[src/fss_cfg.svh]
// Constants of the frequency setpoint selector: offsets, fields, resets.
// Included by the top module; holds definitions only.
`ifndef FSS_CFG_SVH
`define FSS_CFG_SVH

// Register byte offsets on the APB bus
`define FSS_OFF_CTRL  8'h00
`define FSS_OFF_KINIT 8'h04
`define FSS_OFF_TINIT 8'h08
`define FSS_OFF_WGT   8'h0C
`define FSS_OFF_LIM   8'h10
`define FSS_OFF_RATE  8'h14
`define FSS_OFF_COMM  8'h18
`define FSS_OFF_STAT  8'h1C
`define FSS_OFF_KADJ  8'h20
`define FSS_OFF_TADJ  8'h24

// Control register field positions
`define FSS_SRCA_LSB 0
`define FSS_SRCB_LSB 4
`define FSS_MODE_LSB 8
`define FSS_KSTO_BIT 12
`define FSS_TSTO_BIT 13
`define FSS_MFK_BIT  14

// Reset values, frequencies in 0.01 Hz, weight in 0.01
`define FSS_SRCA_RST  4'h9
`define FSS_SRCB_RST  4'h3
`define FSS_MODE_RST  4'h0
`define FSS_SRC_LAST  4'hB
`define FSS_MODE_LAST 4'h9
`define FSS_INIT_RST  16'h1388
`define FSS_MAXF_RST  16'h1388
`define FSS_LOWF_RST  16'h0000
`define FSS_K_RST     16'h0064
`define FSS_K_MIN     16'h0001
`define FSS_K_MAX     16'h03E8
`define FSS_K_SCALE   32'h0000_0064
`define FSS_RATE_RST  16'h0FA0
`define FSS_POT_FULL  32'h0000_03FF

// Timing: clock rate, pulse gate window, top pulse rate
`define FSS_CLK_HZ       40000000
`define FSS_GATE_MS      10
`define FSS_PULSE_MAX_HZ 50000

`endif

[src/fss_pkg.sv]
// Types of the frequency setpoint selector.
// Used by the top module and by whoever drives its struct ports.
package fss_pkg;

  // Frequency source codes, shared by sources A and B
  typedef enum logic [3:0] {
    FSS_SRC_KEY   = 4'h0, FSS_SRC_TERM  = 4'h1, FSS_SRC_COMM = 4'h2,
    FSS_SRC_AN1   = 4'h3, FSS_SRC_AN2   = 4'h4, FSS_SRC_PULSE = 4'h5,
    FSS_SRC_SEQ   = 4'h6, FSS_SRC_MSPD  = 4'h7, FSS_SRC_LOOP = 4'h8,
    FSS_SRC_POT   = 4'h9, FSS_SRC_SOLAR = 4'hA, FSS_SRC_POT2 = 4'hB
  } fss_src_e;

  // Combination modes of A and K*B
  typedef enum logic [3:0] {
    FSS_MODE_A     = 4'h0, FSS_MODE_ADD   = 4'h1, FSS_MODE_SUB  = 4'h2,
    FSS_MODE_ABS   = 4'h3, FSS_MODE_MAX   = 4'h4, FSS_MODE_MIN  = 4'h5,
    FSS_MODE_SWKB  = 4'h6, FSS_MODE_SWADD = 4'h7, FSS_MODE_SWSUB = 4'h8,
    FSS_MODE_RSV9  = 4'h9
  } fss_mode_e;

  // Asynchronous panel keys and control terminals
  typedef struct packed {
    logic key_up;     // Panel increase key or encoder step up
    logic key_down;   // Panel decrease key or encoder step down
    logic mfk;        // multi_function_key
    logic term_up;    // Increase terminal, high when closed
    logic term_down;  // Decrease terminal, high when closed
    logic term_clear; // Increase/decrease clear terminal
    logic sw_kb;      // Switch A to K*B terminal
    logic sw_add;     // Switch A to A+K*B terminal
    logic sw_sub;     // Switch A to A-K*B terminal
    logic pulse;      // sixth_digital_input pulse train
    logic pwr_loss;   // Power loss warning
  } fss_pins_s;

  // Same-clock source values, 0.01 Hz units
  typedef struct packed {
    logic [15:0] ai1;   // first_analog_input after scaling
    logic [15:0] ai2;   // second_analog_input after scaling
    logic [15:0] seq;   // Sequence program stage frequency
    logic [15:0] mspd;  // Multi-speed frequency
    logic [15:0] loop;  // Process loop output
    logic [15:0] solar; // solar_tracking_source
    logic [15:0] pot2;  // Second panel potentiometer
  } fss_srcs_s;

  typedef logic signed [17:0] fss_freq_t;

endpackage

[src/fss_top.sv]
// Frequency setpoint selector: picks sources A and B and combines them.
// Assumes an APB master on pclk; pins in fss_pins_s are asynchronous,
// source values and pot_pos come from logic on pclk.
`timescale 1ns/1ps
`include "fss_cfg.svh"

// How it works
// - Key mode starts at panel init, keys adjust
// - Power loss saves key frequency unless disabled
// - Terminal mode starts at terminal init value
// - Increase input alone raises the setpoint
// - Decrease input alone lowers the setpoint
// - Both or neither input holds setpoint
// - Power loss saves terminal frequency if enabled
// - Terminal ramp uses a programmable rate
// - Setpoint is init plus adjust, clamped
// - Clear input zeroes terminal adjust amount
// - Clear-set multi-function key zeroes key adjust
// - Code 2 uses host-sent serial setpoint
// - Pulse source measures sixth input rate
// - Potentiometer maps zero to maximum frequency
// - Source B codes 0 to 11, default 3
// - Combination 0 to 9, zero gives A
// - Mode 1 gives A plus K times B
// - A mode gives A minus K times B
// - Mode 3 gives absolute A minus KB
// - A mode gives larger of A, KB
// - Mode 5 gives smaller of A, KB
// - Mode 6 switch input selects KB or A
// - Weight K spans 0.01 to 10.00, default 1.00
module fss_top #(
  parameter int unsigned GATE_CYC = `FSS_CLK_HZ / 1000 * `FSS_GATE_MS
) (
  input  logic                pclk,
  input  logic                presetn,
  input  logic                en,
  input  logic [7:0]          paddr,
  input  logic                psel,
  input  logic                penable,
  input  logic                pwrite,
  input  logic [31:0]         pwdata,
  output logic [31:0]         prdata,
  output logic                pready,
  output logic                pslverr,
  input  fss_pkg::fss_pins_s  pins,
  input  fss_pkg::fss_srcs_s  srcs,
  input  logic [9:0]          pot_pos,
  output fss_pkg::fss_freq_t  freq_final
);

  // Cycles per period of the top pulse rate, and full-scale count
  localparam int unsigned PDIV  = `FSS_CLK_HZ / `FSS_PULSE_MAX_HZ;
  localparam int unsigned PFULL = (GATE_CYC < PDIV) ? 1 : GATE_CYC / PDIV;

  // Clamp a signed value into lo..hi
  function automatic logic [15:0] fss_clamp(input logic signed [19:0] v,
                                            input logic [15:0] lo,
                                            input logic [15:0] hi);
    if (v < $signed({4'h0, lo}))
      fss_clamp = lo;
    else if (v > $signed({4'h0, hi}))
      fss_clamp = hi;
    else
      fss_clamp = v[15:0];
  endfunction

  // Adjust amount after one step, kept so the sum stays in range
  function automatic logic signed [17:0] fss_step(
      input logic signed [17:0] adj, input logic [15:0] init,
      input logic signed [1:0] dir, input logic [15:0] lo,
      input logic [15:0] hi);
    logic signed [19:0] sum;
    logic [19:0]        dif;
    sum = $signed({4'h0, init}) + 20'(adj) + 20'(dir);
    dif = {4'h0, fss_clamp(sum, lo, hi)} - {4'h0, init};
    fss_step = $signed(dif[17:0]);
  endfunction

  // Pin synchronisers and edge history
  fss_pkg::fss_pins_s sync1_q;  // First stage, read by sync2_q only
  fss_pkg::fss_pins_s sync2_q;  // Synchronised pins
  fss_pkg::fss_pins_s prev_q;   // Last synchronised value

  // Registers
  fss_pkg::fss_src_e  src_a_q;   // Main source A
  fss_pkg::fss_src_e  src_b_q;   // Auxiliary source B
  fss_pkg::fss_mode_e mode_q;    // Combination mode
  logic               ksto_dis_q; // Key save disable
  logic               tsto_dis_q; // Terminal save disable
  logic               mfk_clr_q;  // Key acts as key-frequency clear
  logic [15:0]        kinit_q;   // Panel initial frequency
  logic [15:0]        tinit_q;   // Terminal initial frequency
  logic [15:0]        k_q;       // Weight K in 0.01
  logic [15:0]        lowf_q;    // Lower limit frequency
  logic [15:0]        maxf_q;    // Maximum output frequency
  logic [15:0]        rate_q;    // Cycles per terminal step
  logic [15:0]        comm_q;    // Serial frequency command

  // Adjustment and measurement state
  logic signed [17:0] kadj_q;    // Key adjust amount
  logic signed [17:0] tadj_q;    // Terminal adjust amount
  logic [15:0]        rcnt_q;    // Terminal rate counter
  logic [19:0]        gate_q;    // Pulse gate timer
  logic [15:0]        pcnt_q;    // Pulses in current gate
  logic [15:0]        phz_q;     // Pulses in last full gate

  // Bus answer and final output
  logic [31:0]        prdata_q;
  logic               pready_q;
  logic               pslverr_q;
  fss_pkg::fss_freq_t fin_q;

  // Combinational terms
  logic               key_up_e, key_dn_e, mfk_e, tclr_e, pwr_e, pulse_e;
  logic signed [1:0]  kdir, tdir;
  logic               key_use, rtick, gate_end;
  logic [15:0]        kset, tset, pulse_sp, pot_sp, a_v, b_v;
  logic [15:0]        sv [12];
  logic [31:0]        pprod, oprod, kprod;
  logic signed [21:0] as_c, kb_c, f_c;
  logic               setup, wr, miss, ro, bad;
  logic [31:0]        rd_c;

  assign prdata     = prdata_q;
  assign pready     = pready_q;
  assign pslverr    = pslverr_q;
  assign freq_final = fin_q;

  // Two-stage synchroniser for all pins
  always_ff @(posedge pclk or negedge presetn) begin
    if (!presetn) begin
      sync1_q <= '0;
      sync2_q <= '0;
    end else if (en) begin
      sync1_q <= pins;
      sync2_q <= sync1_q;
    end
  end

  // Previous value for edge detection
  always_ff @(posedge pclk or negedge presetn) begin
    if (!presetn)
      prev_q <= '0;
    else if (en)
      prev_q <= sync2_q;
  end

  // Rising edges of event pins
  assign key_up_e = sync2_q.key_up & ~prev_q.key_up;
  assign key_dn_e = sync2_q.key_down & ~prev_q.key_down;
  assign mfk_e    = sync2_q.mfk & ~prev_q.mfk;
  assign tclr_e   = sync2_q.term_clear & ~prev_q.term_clear;
  assign pwr_e    = sync2_q.pwr_loss & ~prev_q.pwr_loss;
  assign pulse_e  = sync2_q.pulse & ~prev_q.pulse;

  // Step directions; opposite or idle inputs give zero
  always_comb begin
    kdir = 2'sd0;
    if (key_up_e & ~key_dn_e)
      kdir = 2'sd1;
    else if (key_dn_e & ~key_up_e)
      kdir = -2'sd1;
    tdir = 2'sd0;
    if (sync2_q.term_up & ~sync2_q.term_down)
      tdir = 2'sd1;
    else if (sync2_q.term_down & ~sync2_q.term_up)
      tdir = -2'sd1;
  end

  // Setpoints are init plus adjust, held within limits
  assign kset = fss_clamp($signed({4'h0, kinit_q}) + 20'(kadj_q),
                          lowf_q, maxf_q);
  assign tset = fss_clamp($signed({4'h0, tinit_q}) + 20'(tadj_q),
                          lowf_q, maxf_q);
  assign key_use = (src_a_q == fss_pkg::FSS_SRC_KEY) |
                   (src_b_q == fss_pkg::FSS_SRC_KEY);
  assign rtick = (tdir != 2'sd0) &
                 ((17'(rcnt_q) + 17'h1) >= {1'b0, rate_q});

  // Key adjust amount: save, clear, then steps
  always_ff @(posedge pclk or negedge presetn) begin
    if (!presetn)
      kadj_q <= '0;
    else if (en) begin
      if (pwr_e & ~ksto_dis_q)
        kadj_q <= '0;
      else if (mfk_e & mfk_clr_q)
        kadj_q <= '0;
      else if (key_use & (kdir != 2'sd0))
        kadj_q <= fss_step(kadj_q, kinit_q, kdir, lowf_q, maxf_q);
    end
  end

  // Terminal rate counter, idle while no single input is closed
  always_ff @(posedge pclk or negedge presetn) begin
    if (!presetn)
      rcnt_q <= '0;
    else if (en) begin
      if ((tdir == 2'sd0) | rtick)
        rcnt_q <= '0;
      else
        rcnt_q <= rcnt_q + 16'h1;
    end
  end

  // Terminal adjust amount: save, clear, then rate steps
  always_ff @(posedge pclk or negedge presetn) begin
    if (!presetn)
      tadj_q <= '0;
    else if (en) begin
      if (pwr_e & ~tsto_dis_q)
        tadj_q <= '0;
      else if (tclr_e)
        tadj_q <= '0;
      else if (rtick)
        tadj_q <= fss_step(tadj_q, tinit_q, tdir, lowf_q, maxf_q);
    end
  end

  // Pulse gate: count edges on the sixth input per window
  assign gate_end = (gate_q == 20'(GATE_CYC - 1));
  always_ff @(posedge pclk or negedge presetn) begin
    if (!presetn) begin
      gate_q <= '0;
      pcnt_q <= '0;
      phz_q  <= '0;
    end else if (en) begin
      if (gate_end) begin
        gate_q <= '0;
        phz_q  <= pcnt_q;
        pcnt_q <= {15'h0, pulse_e};
      end else begin
        gate_q <= gate_q + 20'h1;
        if (pulse_e & (pcnt_q != 16'hFFFF))
          pcnt_q <= pcnt_q + 16'h1;
      end
    end
  end

  // Pulse and potentiometer scaling onto zero..maximum
  assign pprod = ({16'h0, phz_q} * {16'h0, maxf_q}) / 32'(PFULL);
  assign pulse_sp = (pprod > {16'h0, maxf_q}) ? maxf_q : pprod[15:0];
  assign oprod = ({22'h0, pot_pos} * {16'h0, maxf_q}) / `FSS_POT_FULL;
  assign pot_sp = oprod[15:0];

  // Source table shared by A and B
  always_comb begin
    sv[0]  = kset;
    sv[1]  = tset;
    sv[2]  = comm_q;
    sv[3]  = srcs.ai1;
    sv[4]  = srcs.ai2;
    sv[5]  = pulse_sp;
    sv[6]  = srcs.seq;
    sv[7]  = srcs.mspd;
    sv[8]  = srcs.loop;
    sv[9]  = pot_sp;
    sv[10] = srcs.solar;
    sv[11] = srcs.pot2;
  end
  assign a_v = sv[src_a_q];
  assign b_v = sv[src_b_q];

  // Weighted auxiliary term K*B, K in hundredths
  assign kprod = ({16'h0, b_v} * {16'h0, k_q}) / `FSS_K_SCALE;
  assign as_c  = $signed({6'h0, a_v});
  assign kb_c  = $signed({2'h0, kprod[19:0]});

  // Combination of A and K*B
  always_comb begin
    case (mode_q)
      fss_pkg::FSS_MODE_A:     f_c = as_c;
      fss_pkg::FSS_MODE_ADD:   f_c = as_c + kb_c;
      fss_pkg::FSS_MODE_SUB:   f_c = as_c - kb_c;
      fss_pkg::FSS_MODE_ABS:
        f_c = (as_c < kb_c) ? kb_c - as_c : as_c - kb_c;
      fss_pkg::FSS_MODE_MAX:
        f_c = (as_c > kb_c) ? as_c : kb_c;
      fss_pkg::FSS_MODE_MIN:
        f_c = (as_c < kb_c) ? as_c : kb_c;
      fss_pkg::FSS_MODE_SWKB:
        f_c = sync2_q.sw_kb ? kb_c : as_c;
      fss_pkg::FSS_MODE_SWADD:
        f_c = sync2_q.sw_add ? as_c + kb_c : as_c;
      fss_pkg::FSS_MODE_SWSUB:
        f_c = sync2_q.sw_sub ? as_c - kb_c : as_c;
      default:                 f_c = as_c;
    endcase
  end

  // Final frequency, saturated to plus or minus maximum
  always_ff @(posedge pclk or negedge presetn) begin
    if (!presetn)
      fin_q <= '0;
    else if (en) begin
      if (f_c > $signed({6'h0, maxf_q}))
        fin_q <= $signed({2'h0, maxf_q});
      else if (f_c < -$signed({6'h0, maxf_q}))
        fin_q <= -$signed({2'h0, maxf_q});
      else
        fin_q <= f_c[17:0];
    end
  end

  // Bus phases: answer in the first access cycle
  assign setup = psel & ~penable;
  assign wr = en & psel & penable & pready_q & pwrite & ~pslverr_q;

  // Address decode and read data for the setup cycle
  always_comb begin
    miss = 1'b0;
    ro   = 1'b0;
    rd_c = 32'h0;
    case (paddr)
      `FSS_OFF_CTRL:  rd_c = {17'h0, mfk_clr_q, tsto_dis_q, ksto_dis_q,
                              mode_q, src_b_q, src_a_q};
      `FSS_OFF_KINIT: rd_c = {16'h0, kinit_q};
      `FSS_OFF_TINIT: rd_c = {16'h0, tinit_q};
      `FSS_OFF_WGT:   rd_c = {16'h0, k_q};
      `FSS_OFF_LIM:   rd_c = {maxf_q, lowf_q};
      `FSS_OFF_RATE:  rd_c = {16'h0, rate_q};
      `FSS_OFF_COMM:  rd_c = {16'h0, comm_q};
      `FSS_OFF_STAT: begin
        ro   = 1'b1;
        rd_c = {{14{fin_q[17]}}, fin_q};
      end
      `FSS_OFF_KADJ: begin
        ro   = 1'b1;
        rd_c = {{14{kadj_q[17]}}, kadj_q};
      end
      `FSS_OFF_TADJ: begin
        ro   = 1'b1;
        rd_c = {{14{tadj_q[17]}}, tadj_q};
      end
      default: miss = 1'b1;
    endcase
  end

  // Refused writes: out-of-range codes, weights, read-only words
  assign bad = miss | (pwrite & ro) |
    (pwrite & (paddr == `FSS_OFF_CTRL) &
     ((pwdata[7:4] > `FSS_SRC_LAST) | (pwdata[3:0] > `FSS_SRC_LAST) |
      (pwdata[11:8] > `FSS_MODE_LAST))) |
    (pwrite & (paddr == `FSS_OFF_WGT) &
     ((pwdata[15:0] < `FSS_K_MIN) | (pwdata[15:0] > `FSS_K_MAX)));

  // Bus answer registers
  always_ff @(posedge pclk or negedge presetn) begin
    if (!presetn) begin
      pready_q  <= 1'b0;
      pslverr_q <= 1'b0;
      prdata_q  <= '0;
    end else if (en) begin
      pready_q <= setup;
      if (setup) begin
        pslverr_q <= bad;
        prdata_q  <= (pwrite | miss) ? 32'h0 : rd_c;
      end
    end
  end

  // Control register
  always_ff @(posedge pclk or negedge presetn) begin
    if (!presetn) begin
      src_a_q    <= fss_pkg::fss_src_e'(`FSS_SRCA_RST);
      src_b_q    <= fss_pkg::fss_src_e'(`FSS_SRCB_RST);
      mode_q     <= fss_pkg::fss_mode_e'(`FSS_MODE_RST);
      ksto_dis_q <= 1'b0;
      tsto_dis_q <= 1'b0;
      mfk_clr_q  <= 1'b0;
    end else if (wr & (paddr == `FSS_OFF_CTRL)) begin
      src_a_q    <= fss_pkg::fss_src_e'(pwdata[`FSS_SRCA_LSB +: 4]);
      src_b_q    <= fss_pkg::fss_src_e'(pwdata[`FSS_SRCB_LSB +: 4]);
      mode_q     <= fss_pkg::fss_mode_e'(pwdata[`FSS_MODE_LSB +: 4]);
      ksto_dis_q <= pwdata[`FSS_KSTO_BIT];
      tsto_dis_q <= pwdata[`FSS_TSTO_BIT];
      mfk_clr_q  <= pwdata[`FSS_MFK_BIT];
    end
  end

  // Initial frequencies; a power-loss save wins over a bus write
  always_ff @(posedge pclk or negedge presetn) begin
    if (!presetn) begin
      kinit_q <= `FSS_INIT_RST;
      tinit_q <= `FSS_INIT_RST;
    end else if (en) begin
      if (pwr_e & ~ksto_dis_q)
        kinit_q <= kset;
      else if (wr & (paddr == `FSS_OFF_KINIT))
        kinit_q <= pwdata[15:0];
      if (pwr_e & ~tsto_dis_q)
        tinit_q <= tset;
      else if (wr & (paddr == `FSS_OFF_TINIT))
        tinit_q <= pwdata[15:0];
    end
  end

  // Weight, limits, rate and serial command
  always_ff @(posedge pclk or negedge presetn) begin
    if (!presetn) begin
      k_q    <= `FSS_K_RST;
      lowf_q <= `FSS_LOWF_RST;
      maxf_q <= `FSS_MAXF_RST;
      rate_q <= `FSS_RATE_RST;
      comm_q <= '0;
    end else if (wr) begin
      case (paddr)
        `FSS_OFF_WGT:  k_q <= pwdata[15:0];
        `FSS_OFF_LIM: begin
          lowf_q <= pwdata[15:0];
          maxf_q <= pwdata[31:16];
        end
        `FSS_OFF_RATE: rate_q <= pwdata[15:0];
        `FSS_OFF_COMM: comm_q <= pwdata[15:0];
        default: ;
      endcase
    end
  end
endmodule // fss_top
[config.mk]
export PLATFORM = sky130hd
export DESIGN_NAME = fss_top
export DESIGN_NICKNAME = d
export VERILOG_FILES = /design/src/fss_pkg.sv /design/src/fss_top.sv
export VERILOG_INCLUDE_DIRS = /design/src
export SDC_FILE = /design/constraint.sdc
export NUM_CORES = 2
export LEC_CHECK = 0
export ABC_AREA = 1
export BUFFER_PORTS_ARGS = -buffer_cell sky130_fd_sc_hd__buf_2
export CAP_MARGIN = 40
export CORE_ASPECT_RATIO = 1.1
export CORE_MARGIN = 2
export CORE_UTILIZATION = 30
export CTS_BUF_LIST = sky130_fd_sc_hd__clkbuf_4 sky130_fd_sc_hd__clkbuf_8 sky130_fd_sc_hd__clkbuf_16
export DETAILED_ROUTE_END_ITERATION = 8
export PLACE_DENSITY = 0.47
export SLEW_MARGIN = 25
export SYNTH_ARGS = -nofsm -noshare
export SYNTH_HDL_FRONTEND = slang
export SYNTH_SLANG_ARGS = --single-unit
[constraint.sdc]
create_clock -name pclk -period 49.8 [get_ports pclk]
set_input_delay 2.49 -clock pclk [delete_from_list [all_inputs] [get_ports pclk]]
set_output_delay 2.49 -clock pclk [all_outputs]
set_load 0.005 [all_outputs]
==> flow_summary.ini <==
[outcome]
run_status = complete, no violations

[yosys]
synth.most_common_cell = nand2_1
yosysTopAreaCellShare_pct = 14.32
ys.warnings.count = 0
synth.cell_area_mm2 = 0.07090
syn_inst = 10284
synth-main-ff-cell = dfrtp_1
synth_top_area_cell = fa_1
synthArstFlopShare_pct = 100.0
synth_cell_type_count = 99
avgSynthCellArea_um2 = 6.894
synth_commonest_cells = nand2_1 (2155), inv_1 (1791), nor2_1 (623)
ys_seq_area_share_pct = 10.96
ys_top_cells_by_area = fa_1 (14%), nand2_1 (11%), ha_1 (11%)
ys_seq_elements = 309
syn_nets = 11589
synth_edf_count = 0

[sta]
slew-limit-headroom_pct = 23.14
tns_ns = 0
final.min_clock_period_ns = 46.04
clock_skew_ns = 0.07188
drv_slew = 0
max_freq_mhz = 21.72
hold_viol = 0
fin_crit_sh_pct = 92.44
rsz0062_at_grt = false
finalSetupViolations = 0
whs_ns = 0.4707
tightestPinTransition_ns = 1.153

[setup_path]
cp.arrival_ns = 46.56
crit_path_end_kind = flop
crit_path_start = maxf_q[9]
critical_path.startpoint_type = flop
crit_slowest_cell = dfstp_4
r2r_cells = 326
r2r_start = maxf_q[9]
crit_top_cell = nand2_4
crit_fanout = 27
slowest_delay_ns = 0.88
worst_ep_required_time_ns = 50.33
critical_path_class = flop to flop

[hold_path]
hold_path_depth = 2
hold_class = flop to flop
min_from = sync1_q[6]

[global_route]
antenna_found_initial = 24
grt_pass1_wl_um = 453300
grt_usage_pct = 25.16
met2_usage_pct = 42.03
grt_max_degree = 72
overflow = 0
grt_pass1_vias = 69032
grt_most_used_layer = met2
use_met1_pct = 31.79
grt.met3_usage_pct = 2.608

[clocking]
root_buffer = clkbuf_16
htreeDepth = 2
cts_buffers = 40
clkTransAtPathRegs_ns = 0.06
cts_sinks = 309
cts_buffer_depth = 3
clk_latency_ns = 0.66
tritoncts = yes

[floorplan]
start_util_pct = 30.12
io_pins = 231
die_w_um = 467.5
row_count = 187
die_h_um = 513.9
design.die.area_mm2 = 0.2402
core_mm2 = 0.2354

[placed_design]
io_buffers = 230
place.gp.congestion = 0.9965
dp_hpwl_um = 250800

[job]
drv_cap = 0

[drt]
firstDrtPassIters = 6
ant_nets = 0
viasPerCell = 5.096
drc = 0
wirelength_um = 308300
wire_per_inst_um = 22.67
initialDrtViolationCount = 5657
routed-via-count = 69302

[finish]
nNetsFinal = 11745
area_delta_synth_final_pct = 9.952
layout-drive-gt1-share_pct = 17.52
==> layout by cell type (no fill, tap or decap), drive strengths merged, types with 16 or more instances in the layout <==
master / count
nand2: 2747
inv: 1930
nor2: 791
o21ai: 730
ha: 619
nand3: 618
a21oi: 576
fa: 507
buf: 444
dfrtp: 281
xor2: 220
nand4: 114
o22ai: 96
nor3: 84
o211ai: 69
o21bai: 67
clkbuf: 56
clkinv: 54
xnor2: 52
o221ai: 45
o31ai: 36
nor4: 30
dfstp: 28
o2111ai: 27
clkinvlp: 20
nand3b: 20
o21a: 18
a22oi: 18
a31oi: 18
a21o: 17
a21boi: 17
a211oi: 16
or2: 16
==> logic make-up (layout without fill, tap and decap cells) <==
| group | Yosys count | in the layout | synth area share [%] |
|---|---|---|---|
| adder cells (fa/ha/maj) | 1126 | 1126 | 25.24 |
| other | 0 | 9 | 0 |
| flip-flops | 309 | 309 | 10.96 |
| AO/OA/AOI/OAI | 1818 | 1818 | 15.49 |
| XOR/XNOR | 272 | 272 | 3.413 |
| AND/OR/NAND/NOR | 4438 | 4439 | 31.88 |
| buffers and inverters | 2321 | 2508 | 13.02 |
==> final cells by class <==
class,count,area [um^2]
Multi-Input combinational cell,7655,54120
Tap cell,3118,3901
Fill cell,25712,157400
Timing Repair Buffer,446,3080
Timing Repair inverter,1,7.507
Clock buffer,55,1170
Clock inverter,19,237.7
Antenna cell,9,22.52
Sequential cell,309,7784
Inverter,1987,7626
==> critical path: cells and delay by family, from the launching register on <==
kind | cells | cell delay (ns)
DFF | 1 | 0.88
AOI/OAI and AO/OA | 42 | 8.08
adders and majority gates | 17 | 7.96
buffers and inverters | 40 | 3.89
and+or+nand+nor | 226 | 24.68
xor gates and xnor gates | 1 | 0.23
==> metrics by stage <==
step / util (%) / cells / cell area [um^2] / worst slack (ns)
2_1_floorplan: - / 10284 / 70900 / 10.56
3_3_place_gp: 32.00 / 13430 / 75330 / 1.490
3_5_place_dp: 32.21 / 13468 / 75810 / 1.622
4_1_cts: 32.80 / 13542 / 77210 / 1.445
5_1_grt: 33.12 / 13597 / 77950 / 0.02072
6_report: 33.12 / 13599 / 77950 / 3.763
==> repair_timing <==
| item | CTS | global route |
|---|---|---|
| gates resized for setup | 0 | 93 |
| endpoints found under the setup margin | 0 | 18 |
| hold buffers | 0 | 0 |
| setup buffers | 0 | 36 |
==> state kept, by name (all words and copies together) (netlist names), 17 cells and up <==
name / cells
prdata: 32
kadj_q: 17
tadj_q: 17
gate_q: 20
freq_final: 18
==> final timing paths <==
kind	to	slack, ns
worst max register to register	freq_final[6]	3.76
worst max-delay path	freq_final[6]	3.76
max in group asynchronous	maxf_q[13]	46.03
worst min register to register	sync1_q[6]	0.47
worst min-delay path	sync1_q[6]	0.47
min in group asynchronous	gate_q[10]	1.90
==> layer usage <==
| layer | share of wire (%) | vias to the layer above |
|---|---|---|
| met4 | 6.3 | 8 |
| met2 | 46 | 2153 |
| met5 | 0.021 | - |
| met1 | 42 | 33573 |
| li1 | - | 33047 |
| met3 | 5.1 | 521 |
Power is left out: the tool's default activity adds up to more than one toggle a clock period on the data nets, which glitch-free logic cannot reach.
